## config.mk

```make
export PLATFORM = sky130hd
export DESIGN_NAME = acr_core
export DESIGN_NICKNAME = d
export VERILOG_FILES = /design/src/acr_pkg.sv /design/src/acr_fmt_if.sv /design/src/acr_core.sv /design/src/acr_formatter.sv
export VERILOG_INCLUDE_DIRS = /design/src
export SDC_FILE = /design/constraint.sdc
export NUM_CORES = 1
export LEC_CHECK = 0
export BUFFER_PORTS_ARGS = -buffer_cell sky130_fd_sc_hd__buf_2
export CORE_MARGIN = 4
export CORE_UTILIZATION = 35
export CTS_BUF_LIST = sky130_fd_sc_hd__clkbuf_4 sky130_fd_sc_hd__clkbuf_8
export CTS_CLUSTER_SIZE = 40
export DETAILED_ROUTE_END_ITERATION = 8
export GPL_TIMING_DRIVEN = 0
export PLACE_DENSITY = 0.51
export SETUP_SLACK_MARGIN = 0.5
export SLEW_MARGIN = 15
export SYNTH_ARGS = -nofsm -noshare
export SYNTH_HDL_FRONTEND = slang
export SYNTH_SLANG_ARGS = --single-unit
```

## constraint.sdc

```tcl
create_clock -name clk_i -period 5.1 [get_ports clk_i]
set_input_delay 0.255 -clock clk_i [delete_from_list [all_inputs] [get_ports clk_i]]
set_output_delay 0.255 -clock clk_i [all_outputs]
set_load 0.01 [all_outputs]
```

## src/acr_defs.svh

```systemverilog
// constants for the converter control register block
// assumes the includer sits inside a module or package scope
`ifndef ACR_DEFS_SVH
`define ACR_DEFS_SVH
`define ACR_ADDR_CTRL      4'h0
`define ACR_ADDR_RESULT    4'h1
`define ACR_ADDR_DMAADDR   4'h2
`define ACR_ADDR_BUFSIZE   4'h3
`define ACR_ADDR_IRQ_STAT  4'h4
`define ACR_ADDR_IRQ_EN    4'h5
`define ACR_ADDR_IRQ_CLR   4'h6
`define ACR_CTRL_RESET     16'h0000
`define ACR_CTRL_WMASK     16'hB7EF
`define ACR_BIT_ON         15
`define ACR_BIT_SIDL       13
`define ACR_BIT_BUILD      12
`define ACR_BIT_RES        10
`define ACR_FORM_LO        8
`define ACR_SSRC_LO        5
`define ACR_BIT_SIMULTANEOUS_SAMPLING     3
`define ACR_BIT_AUTOSAM    2
`define ACR_BIT_SAMPLING_FLAG       1
`define ACR_BIT_DONE       0
`define ACR_SAMPLE_NS      200
`define ACR_CONVERT_NS     140
`define ACR_CLK_NS         10
`define ACR_SAMPLE_CYC     ((`ACR_SAMPLE_NS + `ACR_CLK_NS - 1) / `ACR_CLK_NS)
`define ACR_CONVERT_CYC    ((`ACR_CONVERT_NS + `ACR_CLK_NS - 1) / `ACR_CLK_NS)
`define ACR_BUFSIZE_RESET  3'h0
`endif

```

## src/acr_pkg.sv

```systemverilog
// types shared by the converter control register block
// assumes acr_defs.svh sits in the same folder
package acr_pkg;
    typedef enum logic [2:0] {
        ACR_SRC_MANUAL = 3'h0,
        ACR_SRC_EXTPIN = 3'h1,
        ACR_SRC_TIMER  = 3'h2,
        ACR_SRC_PWM    = 3'h3,
        ACR_SRC_AUTO   = 3'h7
    } acr_src_t;
    typedef enum logic [1:0] {
        ACR_FMT_UINT  = 2'h0,
        ACR_FMT_SINT  = 2'h1,
        ACR_FMT_FRAC  = 2'h2,
        ACR_FMT_SFRAC = 2'h3
    } acr_fmt_t;
    typedef enum logic [1:0] {
        ACR_ST_OFF,
        ACR_ST_IDLE,
        ACR_ST_SAMPLE,
        ACR_ST_CONVERT
    } acr_state_t;
endpackage
```

## src/acr_fmt_if.sv

```systemverilog
// carries a raw result to the formatter and the formatted word back
// assumes one clock domain; the formatter is purely combinational
`timescale 1ns/100ps
interface acr_fmt_if;
    logic [11:0] raw;
    logic        res12;
    logic [1:0]  fmt;
    logic [15:0] word;
    modport ctrl (output raw, output res12, output fmt, input word);
    modport conv (input raw, input res12, input fmt, output word);
endinterface

```

## src/acr_core.sv

```systemverilog
// converter primary control register, sequencer and dma address source
// assumes same-clock trigger pulses and a raw result from the analog core
//
// The implementer's own choices: strobed register access and the address map.
`timescale 1ns/100ps
`include "acr_defs.svh"

module acr_core
    import acr_pkg::*;
(
    input  wire logic        clk_i,
    input  wire logic        rst_i,
    input  wire logic [3:0]  addr_i,
    input  wire logic [15:0] wdata_i,
    input  wire logic        wr_i,
    input  wire logic        rd_i,
    output logic      [15:0] rdata_o,
    input  wire logic        cpu_idle_i,
    input  wire logic        ext_pin_i,
    input  wire logic        timer_match_i,
    input  wire logic        pwm_match_i,
    input  wire logic [11:0] raw_result_i,
    output logic             analog_on_o,
    output logic             sample_hold_o,
    output logic      [1:0]  channel_o,
    output logic             dma_req_o,
    output logic      [10:0] dma_addr_o,
    output logic      [15:0] dma_data_o,
    output logic             irq_o
);
    logic [15:0] ctrl, next_ctrl;
    logic [15:0] result, next_result;
    logic [2:0]  bufsize, next_bufsize;
    logic [1:0]  irq_stat, next_irq_stat;
    logic [1:0]  irq_en, next_irq_en;
    logic [15:0] rdata, next_rdata;
    acr_state_t  state, next_state;
    logic [7:0]  cnt, next_cnt;
    logic [1:0]  chan, next_chan;
    logic [6:0]  seq, next_seq;
    logic        dreq, next_dreq;
    logic [10:0] daddr, next_daddr;
    logic        irq, next_irq;
    logic [2:0]  pin_sync, next_pin_sync;
    logic        pin_prev, next_pin_prev;
    logic        pin_agree;
    logic        pin_edge;
    logic        next_analog_on;
    logic        next_sample_hold;
    logic [1:0]  next_channel;
    logic        running;
    logic        trig;
    logic [1:0]  last_chan;
    acr_fmt_if   fmt_bus ();

    // a write strobe aimed at the control word; software uses it to end a
    // manual sampling period, so it doubles as a trigger source
    function automatic logic hits_ctrl(input logic [3:0] a, input logic w);
        return w && (a == `ACR_ADDR_CTRL);
    endfunction

    // scatter/gather slot: the channel picks a block, the size its length;
    // offsets past the block end spill into the next channel's block
    function automatic logic [10:0] sg_addr(input logic [1:0] c,
                                            input logic [6:0] s,
                                            input logic [2:0] sz);
        logic [8:0] blk;
        blk = {c, 7'h00} >> (3'h7 - sz);
        return {2'h0, blk} + {6'h00, s[6:2]};
    endfunction

    acr_formatter u_fmt (
        .f (fmt_bus)
    );

    assign fmt_bus.raw   = raw_result_i;
    assign fmt_bus.res12 = ctrl[`ACR_BIT_RES];
    assign fmt_bus.fmt   = ctrl[`ACR_FORM_LO +: 2];

    // pin passes three flops; a change counts when stages two and three agree
    // so a level seen in only one of them never fires a trigger
    always_comb begin
        pin_agree     = (pin_sync[2] == pin_sync[1]);
        next_pin_sync = {pin_sync[1:0], ext_pin_i};
        next_pin_prev = pin_agree ? pin_sync[2] : pin_prev;
        pin_edge      = pin_agree && pin_sync[2] && !pin_prev;
    end

    always_ff @(posedge clk_i) begin
        if (rst_i) begin
            pin_sync <= 3'h0;
            pin_prev <= 1'b0;
        end else begin
            pin_sync <= next_pin_sync;
            pin_prev <= next_pin_prev;
        end
    end

    assign running = ctrl[`ACR_BIT_ON] && !(ctrl[`ACR_BIT_SIDL] && cpu_idle_i);
    assign last_chan = ctrl[`ACR_BIT_RES] ? 2'h0 : 2'h3;

    always_comb begin
        trig = 1'b0;
        unique case (ctrl[`ACR_SSRC_LO +: 3])
            ACR_SRC_AUTO:   trig = (cnt == 8'h00);
            ACR_SRC_PWM:    trig = pwm_match_i;
            ACR_SRC_TIMER:  trig = timer_match_i;
            ACR_SRC_EXTPIN: trig = pin_edge;
            ACR_SRC_MANUAL: trig = hits_ctrl(addr_i, wr_i)
                                   && !wdata_i[`ACR_BIT_SAMPLING_FLAG];
            default:        trig = 1'b0; // reserved codes never end sampling
        endcase
    end

    // read data stand for one cycle only and are zero otherwise
    always_comb begin
        next_rdata = 16'h0000;
        if (rd_i) begin
            unique case (addr_i)
                `ACR_ADDR_CTRL:     next_rdata = ctrl;
                `ACR_ADDR_RESULT:   next_rdata = result;
                `ACR_ADDR_BUFSIZE:  next_rdata = {13'h0000, bufsize};
                `ACR_ADDR_DMAADDR:  next_rdata = {5'h00, daddr};
                `ACR_ADDR_IRQ_STAT: next_rdata = {14'h0000, irq_stat};
                `ACR_ADDR_IRQ_EN:   next_rdata = {14'h0000, irq_en};
                default:            next_rdata = 16'h0000;
            endcase
        end
    end

    always_ff @(posedge clk_i) begin
        if (rst_i) begin
            rdata <= 16'h0000;
        end else begin
            rdata <= next_rdata;
        end
    end

    always_comb begin
        next_ctrl     = ctrl;
        next_result   = result;
        next_bufsize  = bufsize;
        next_irq_stat = irq_stat;
        next_irq_en   = irq_en;
        next_state    = state;
        next_cnt      = cnt;
        next_chan     = chan;
        next_seq      = seq;
        next_dreq     = 1'b0;
        next_daddr    = daddr;
        if (wr_i) begin
            unique case (addr_i)
                `ACR_ADDR_CTRL: begin
                    // a write can only clear done, never set it
                    next_ctrl = (wdata_i & `ACR_CTRL_WMASK)
                              | (ctrl & ~`ACR_CTRL_WMASK)
                              | 16'h0000;
                    next_ctrl[`ACR_BIT_DONE] = ctrl[`ACR_BIT_DONE]
                                             & wdata_i[`ACR_BIT_DONE];
                end
                `ACR_ADDR_BUFSIZE: next_bufsize = wdata_i[2:0];
                `ACR_ADDR_IRQ_EN:  next_irq_en = wdata_i[1:0];
                `ACR_ADDR_IRQ_CLR: next_irq_stat = irq_stat & ~wdata_i[1:0];
                default: ;
            endcase
        end
        unique case (state)
            ACR_ST_OFF: begin
                // sampling held low while off: software must turn the
                // module on first and then request sampling
                next_ctrl[`ACR_BIT_SAMPLING_FLAG] = 1'b0;
                next_chan = 2'h0;
                next_seq  = 7'h00;
                if (running) begin
                    next_state = ACR_ST_IDLE;
                end
            end
            ACR_ST_IDLE: begin
                if (!running) begin
                    next_state = ACR_ST_OFF;
                end else if (next_ctrl[`ACR_BIT_AUTOSAM]
                             || next_ctrl[`ACR_BIT_SAMPLING_FLAG]) begin
                    next_ctrl[`ACR_BIT_SAMPLING_FLAG] = 1'b1;
                    // with auto sample set this follows the last result at
                    // once, so done stands a single cycle in 12-bit mode but from channel 0's result on in 10-bit mode
                    next_ctrl[`ACR_BIT_DONE] = 1'b0;
                    next_cnt   = 8'(`ACR_SAMPLE_CYC);
                    next_state = ACR_ST_SAMPLE;
                end
            end
            ACR_ST_SAMPLE: begin
                if (cnt != 8'h00) begin
                    next_cnt = cnt - 8'h01;
                end
                if (!running) begin
                    next_state = ACR_ST_OFF;
                end else if (trig) begin
                    next_ctrl[`ACR_BIT_SAMPLING_FLAG] = 1'b0;
                    next_cnt   = 8'(`ACR_CONVERT_CYC);
                    next_state = ACR_ST_CONVERT;
                end
            end
            ACR_ST_CONVERT: begin
                if (!running) begin
                    next_state = ACR_ST_OFF;
                end else if (cnt != 8'h00) begin
                    next_cnt = cnt - 8'h01;
                end else begin
                    next_result = fmt_bus.word;
                    next_ctrl[`ACR_BIT_DONE] = 1'b1;
                    next_irq_stat[0] = 1'b1;
                    next_dreq = 1'b1;
                    if (ctrl[`ACR_BIT_BUILD]) begin
                        next_daddr = {4'h0, seq};
                    end else begin
                        next_daddr = sg_addr(chan, seq, bufsize);
                    end
                    next_seq = seq + 7'h01;
                    if (chan == last_chan) begin
                        next_chan = 2'h0;
                        next_irq_stat[1] = 1'b1;
                        next_state = ACR_ST_IDLE;
                    end else begin
                        next_chan  = chan + 2'h1;
                        next_cnt   = 8'(`ACR_CONVERT_CYC);
                    end
                end
            end
        endcase
        next_irq = |(next_irq_stat & next_irq_en);
    end

    always_ff @(posedge clk_i) begin
        if (rst_i) begin
            ctrl     <= `ACR_CTRL_RESET;
            result   <= 16'h0000;
            bufsize  <= `ACR_BUFSIZE_RESET;
            irq_stat <= 2'h0;
            irq_en   <= 2'h0;
            state    <= ACR_ST_OFF;
            cnt      <= 8'h00;
            chan     <= 2'h0;
            seq      <= 7'h00;
            dreq     <= 1'b0;
            daddr    <= 11'h000;
            irq      <= 1'b0;
        end else begin
            ctrl     <= next_ctrl;
            result   <= next_result;
            bufsize  <= next_bufsize;
            irq_stat <= next_irq_stat;
            irq_en   <= next_irq_en;
            state    <= next_state;
            cnt      <= next_cnt;
            chan     <= next_chan;
            seq      <= next_seq;
            dreq     <= next_dreq;
            daddr    <= next_daddr;
            irq      <= next_irq;
        end
    end

    // analog outputs registered one cycle behind the sequencer
    always_comb begin
        next_analog_on   = running;
        next_sample_hold = ctrl[`ACR_BIT_SAMPLING_FLAG];
        next_channel     = chan;
    end

    always_ff @(posedge clk_i) begin
        if (rst_i) begin
            analog_on_o   <= 1'b0;
            sample_hold_o <= 1'b0;
            channel_o     <= 2'h0;
        end else begin
            analog_on_o   <= next_analog_on;
            sample_hold_o <= next_sample_hold;
            channel_o     <= next_channel;
        end
    end

    assign rdata_o    = rdata;
    assign dma_req_o  = dreq;
    assign dma_addr_o = daddr;
    assign dma_data_o = result;
    assign irq_o      = irq;
endmodule

```

## src/acr_formatter.sv

```systemverilog
// result formatter: unsigned, signed, fractional and signed fractional
// assumes raw data sits in the low bits; 10-bit results use raw[9:0]
`timescale 1ns/100ps
module acr_formatter
    import acr_pkg::*;
(
    acr_fmt_if.conv f
);
    logic [11:0] d;
    logic        s;
    always_comb begin
        d = f.res12 ? f.raw : {2'h0, f.raw[9:0]};
        s = f.res12 ? ~f.raw[11] : ~f.raw[9];
        f.word = 16'h0000;
        if (f.res12) begin
            unique case (acr_fmt_t'(f.fmt))
                ACR_FMT_SFRAC: f.word = {s, d[10:0], 4'h0};
                ACR_FMT_FRAC:  f.word = {d, 4'h0};
                ACR_FMT_SINT:  f.word = {{5{s}}, d[10:0]};
                ACR_FMT_UINT:  f.word = {4'h0, d};
            endcase
        end else begin
            unique case (acr_fmt_t'(f.fmt))
                ACR_FMT_SFRAC: f.word = {s, d[8:0], 6'h00};
                ACR_FMT_FRAC:  f.word = {d[9:0], 6'h00};
                ACR_FMT_SINT:  f.word = {{7{s}}, d[8:0]};
                ACR_FMT_UINT:  f.word = {6'h00, d[9:0]};
            endcase
        end
    end
endmodule

```

==> flow_metrics.tcl, run 1 <==
set metrics [dict create \
    status "finished clean" \
    grt_first_pass_wirelength_um 23800 \
    via_per_inst 5.39 \
    crit_path_end_kind "flop" \
    cts_num_sinks 91 \
    crit_fanout 10 \
    grt_usage 0.204 \
    fill_cells 1411 \
    worst_hold_slack_ns 0.0670 \
    async_reset_ff_frac 0 \
    seqPwrFrac 0.523 \
    syn_area_per_cell_sq_um 8.30 \
    cp.arrival_ns 3.25 \
    hold_path_class "in -> reg" \
    ioPinCount 89 \
    skew_ns 0.0183 \
    cap_viol_max_count 0 \
    grt_pass1_vias 4371 \
    n_antenna_cell 0 \
    synth_edf_count 0 \
    final_cell_mix "dfxtp_1 (91), buf_2 (88), nor2_1 (71), nand2_1 (66), a21oi_1 (43)" \
    cts_resized 0 \
    core_area_sq_mm 0.0132 \
    ys_seq_elements 91 \
    layout_commonest_cell "dfxtp_1" \
    crit_path_top_delay_cell "nor3b_1" \
    syn_to_final_growth_pct 18.3 \
    dr.first_iter.drc_count 335 \
    yosys_warnings 0 \
    io_buffers 83 \
    drive_above_1_share 0.205 \
    seq_area_frac_synth 0.386 \
    clk_path_buf_depth 2 \
    min_period_over_period 0.587 \
    setup_viol_count_final 0 \
    path_class "reg -> reg" \
    ant_nets 0 \
    overflow 0 \
    clk_pin_slew_ns 0.10 \
    htreeDepth 3 \
    startpoint_type "flop" \
    fp-row-count 42 \
    nNetsFinal 712 \
    netlist_area_sq_mm 0.00472 \
    finalCriticalPeriod_ns 2.99 \
    ys.flop_type "dfxtp_1" \
    drt-wirelength-per-cell_um 18.3 \
    wirelength_um 15500 \
    regToRegStartpoint "cnt[0]" \
    power.internal_uw 1030 \
    fmax_mhz 334 \
    worst_path_largest_cell_delay_ns 0.58 \
    path_cells "inv_1 -> ha_1 -> nor3b_1 -> nand4_1 -> clkbuf_1 -> a311oi_1 -> nor3_1" \
    gp_congestion 0.887 \
    die_h_um 124 \
    dpl_cell_area_sq_mm 0.00535 \
    netlist_instances 568 \
    hpwl_um 11700 \
    drc 0 \
    worstPathRequired_ns 5.36 \
    grt_start_max_net_pins 17 \
    ctsRootBufferMaster "clkbuf_8" \
    hp-start "ext_pin_i" \
    worstMarginPinSlew_ns 1.01 \
    cellLeakagePower_uw 0.00219 \
    vdd_drop_max_v 0.000174 \
    critical_path.top_delay_family "simple AND/OR/NAND/NOR gates" \
    crit_start "cnt[0]" \
    power_uw 1370 \
    p_sw_uw 340 \
    p_clk_frac 0.420 \
    synth_cell_type_count 77 \
    worst_slew_margin_rel 0.320 \
    netSwitchingFraction 0.249 \
    start_util 0.356 \
    finalHoldViolCount 0 \
    die_w_um 124 \
    post_cts_buffers 0 \
    path_buf_inv 2 \
    drv_slew 0 \
    syn_nets 618 \
    cts_tree "built" \
    final_area_sq_mm 0.00558 \
    hold_buffers 0 \
    insertion_delay_ns 0.40 \
    tns_ns 0 \
    rsz0062_at_grt "no" \
    cts_buffers 9 \
    die-area_sq_mm 0.0154 \
    dr_total_vias 4544 \
    antenna_found_initial 0 \
    power_density_mw_per_mm2 245 \
    first_pass_iters 6 \
    p_comb_frac 0.056 \
]
## final timing paths
kind / to / slack (ns) / depth (start not counted)
max: dma_data_o[4] / 2.11 / 7
min: pin_sync[0] / 0.07 / 2
min reg2reg: pin_sync[1] / 0.46 / 1
max reg2reg: dma_data_o[4] / 2.11 / 7
## metrics by stage
stage	util	setup WS, ns	instances
4_1_cts	0.421	2.12	843
3_5_place_dp	0.404	2.14	827
6_report	0.421	2.11	843
2_1_floorplan	-	2.75	568
3_3_place_gp	0.404	2.10	827
5_1_grt	0.421	1.90	843
## synthesized netlist by cell type, types with 8 or more instances
cell type / number / share of area
dfxtp_1: 91 / 0.39
nor2_1: 71 / 0.056
nand2_1: 66 / 0.053
a21oi_1: 43 / 0.046
mux2i_1: 23 / 0.049
o21ai_0: 23 / 0.024
clkbuf_1: 22 / 0.018
nor3_1: 18 / 0.019
inv_1: 17 / 0.014
nor2b_1: 12 / 0.016
nand3_1: 11 / 0.012
ha_1: 9 / 0.024
a211oi_1: 8 / 0.013
a311oi_1: 8 / 0.015
mux2_2: 8 / 0.019
## power by group through the flow
stage | Clock, uW | Sequential, uW | Combinational (uW)
after global placement | 0 | 732 | 76.2
after CTS | 588 | 715 | 77.0
final | 575 | 715 | 77.0
after detailed placement | 0 | 732 | 76.5
after floorplan | 0 | 731 | 38.9
after global routing | 616 | 716 | 83.4
## area by class of cell
| type | instances | area, sq um | area share |
|---|---|---|---|
| Inverter | 17 | 63.8 | 0.0114 |
| Timing Repair Buffer | 83 | 415 | 0.0745 |
| Multi-Input combinational cell | 422 | 2650 | 0.475 |
| Clock buffer | 10 | 131 | 0.0235 |
| Clock inverter | 6 | 95.1 | 0.0170 |
| Tap cell | 176 | 220 | 0.0395 |
| Buffer | 38 | 183 | 0.0327 |
| Sequential cell | 91 | 1820 | 0.327 |
## sequential cells by signal (all words and copies together) (netlist names)
name and flops:
dma_data_o 16, rdata_o 16, ctrl 13, dma_addr_o 10, cnt 8, seq 7
bufsize 3, pin_sync 3, chan 2, channel_o 2, irq_en 2, irq_stat 2
state 2, analog_on_o 1, dma_req_o 1, irq_o 1, pin_prev 1, sample_hold_o 1
## layer usage
| layer | GRT usage | vias to the layer above | wire length, um | share of wire |
|---|---|---|---|---|
| met5 | 0 | - | 0 | 0 |
| met4 | 0.0486 | 0 | 180 | 0.012 |
| met3 | 0.0445 | 13 | 759 | 0.049 |
| met2 | 0.327 | 125 | 7280 | 0.47 |
| met1 | 0.280 | 2187 | 7250 | 0.47 |
| li1 | - | 2219 | - | - |
## cell families (layout without fill, tap and decap cells)
kind of cell	count (synthesis)	in the layout	share of synthesized area
DFF	91	91	0.386
xor gates and xnor gates	8	8	0.0149
adders and majority gates	10	10	0.0281
buffers and inverters	55	154	0.0523
AOI/OAI and AO/OA	138	138	0.199
and+or+nand+nor	233	233	0.246
other	1	1	0.000795
muxes	32	32	0.0727
Power figures use the tool's default switching activity.
==> run 2: changes to the inputs <==
==> constraint.sdc (replaced) <==
create_clock -name clk_i -period 3.05 [get_ports clk_i]
set_input_delay 0.1525 -clock clk_i [delete_from_list [all_inputs] [get_ports clk_i]]
set_output_delay 0.1525 -clock clk_i [all_outputs]
set_load 0.01 [all_outputs]
==> run 2 against run 1 <==
  * Combinational power rose by 81%
  * Worst setup slack worse by 1.5 ns
  * Highest routed layer is now met5
  * Core utilization grew 1.5 points
  * Hold slack got worse by 0.052 ns
  * Register-to-register slack got worse by 1.5 ns
  * Global-route usage is 0.16 points higher
  * Design area up 3.5%
  * Critical path depth up 3
  * Flip-flop and latch count stayed put
  * Die area is the same
  * Final cell count rose by 1.8%
  * First-iteration DRC count rose by 0.30%
==> flow_metrics.tcl, run 2 (same netlist as run 1, synthesis figures left out) <==
set metrics [dict create \
    path_class "reg -> reg" \
    ant_nets 0 \
    cts_buffers 9 \
    cellLeakagePower_uw 0.00228 \
    insertion_delay_ns 0.39 \
    crit_path_top_delay_cell "fa_1" \
    grt_start_max_net_pins 17 \
    via_per_inst 5.43 \
    status "finished clean" \
    dr_total_vias 4663 \
    ctsRootBufferMaster "clkbuf_8" \
    startpoint_type "flop" \
    first_pass_iters 6 \
    die_w_um 124 \
    core_area_sq_mm 0.0132 \
    die_h_um 124 \
    power_density_mw_per_mm2 396 \
    hpwl_um 11700 \
    syn_to_final_growth_pct 22.4 \
    path_buf_inv 1 \
    overflow 0 \
    min_period_over_period 0.808 \
    finalHoldViolCount 0 \
    drv_slew 0 \
    skew_ns 0.0165 \
    grt_first_pass_wirelength_um 24000 \
    path_cells "clkbuf_4 -> nand2b_2 -> nor3_1 -> ha_1 -> fa_1 -> a21o_1 -> a211oi_2 -> o21a_1 -> o2111ai_1 -> a31oi_1" \
    worstPathRequired_ns 3.37 \
    cap_viol_max_count 0 \
    cts_num_sinks 91 \
    layout_commonest_cell "dfxtp_1" \
    ioPinCount 89 \
    die-area_sq_mm 0.0154 \
    start_util 0.356 \
    grt_usage 0.206 \
    antenna_found_initial 1 \
    worst_path_largest_cell_delay_ns 0.41 \
    worst_slew_margin_rel 0.428 \
    finalCriticalPeriod_ns 2.46 \
    dr.first_iter.drc_count 336 \
    nNetsFinal 727 \
    gp_congestion 0.887 \
    clk_pin_slew_ns 0.10 \
    final_util 0.436 \
    clk_path_buf_depth 2 \
    critical_path.top_delay_family "compound AO/OA/AOI/OAI gates" \
    wirelength_um 15700 \
    drc 0 \
    fmax_mhz 406 \
    final_cell_mix "dfxtp_1 (91), buf_2 (88), nor2_1 (70), nand2_1 (66), a21oi_1 (41)" \
    drive_above_1_share 0.230 \
    worstMarginPinSlew_ns 0.858 \
    drt-wirelength-per-cell_um 18.3 \
    hold_path_class "in -> reg" \
    rsz0062_at_grt "yes" \
    htreeDepth 3 \
    crit_path_end_kind "flop" \
    crit_fanout 9 \
    io_buffers 83 \
    fp-row-count 42 \
    vdd_drop_max_v 0.000287 \
    setup_viol_count_final 0 \
    n_antenna_cell 0 \
    cts_tree "built" \
    grt_pass1_vias 4444 \
    tns_ns 0 \
    cp.arrival_ns 2.78 \
]
## run 2: timing repair
item / in CTS / in global routing
setup endpoints to repair: 38 / 11
pin swaps: 2 / 0
hold endpoints to repair: 10 / 0
hold buffers: 10 / 0
resized for setup: 10 / 13
buffers inserted: 5 / 0
## run 2: final cells by class
cell class              instances  area [sq um]
well taps                     176           220
clock buffers                  10           131
fillers                      1397          7470
multi-input cells             422          2700
flip-flops and latches         91          1820
plain buffers                  38           190
repair buffers                 98           557
clock inverters                 6          95.1
inverters                      17          63.8
## run 2: tightest hold or removal path, cell delays in order
cell     delay [ns]
buf_2          0.11
nand2_1        0.05
a21oi_1        0.05
## run 2: per-stage QoR
stage,setup WS (ns),hold slack [ns],cells,cell area (sq um),total power (uW)
after floorplan,0.700,0.281,568,4720,1290
after global placement,0.0546,0.372,827,5350,1350
after detailed placement,0.0905,0.372,827,5350,1350
after CTS,0.551,0.000555,858,5740,2320
after global routing,0.467,0.0130,858,5780,2380
final,0.587,0.0151,858,5780,2290
## run 2: worst paths after layout
kind               start            end  slack (ns)  cells after the start
max           bufsize[0]  dma_addr_o[6]        0.59                     10
max reg2reg   bufsize[0]  dma_addr_o[6]        0.59                     10
min reg2reg  pin_sync[0]    pin_sync[1]        0.46                      1
min          wdata_i[12]       ctrl[12]        0.02                      3
## run 2: where the power goes
group	total [uW]	leakage, uW	switching, uW	internal (uW)
Clock	954	0.000115	474	480
Sequential	1200	0.000733	4.00	1190
Combinational	139	0.00143	85.0	54.0
Total	2290	0.00228	563	1730
## run 2: routing by layer
| layer | routed length (um) | vias to the layer above | global-route usage |
|---|---|---|---|
| met5 | 13 | - | 0 |
| met4 | 192 | 2 | 0.0479 |
| met3 | 872 | 19 | 0.0441 |
| met2 | 7410 | 144 | 0.333 |
| met1 | 7210 | 2250 | 0.280 |
| li1 | - | 2248 | - |
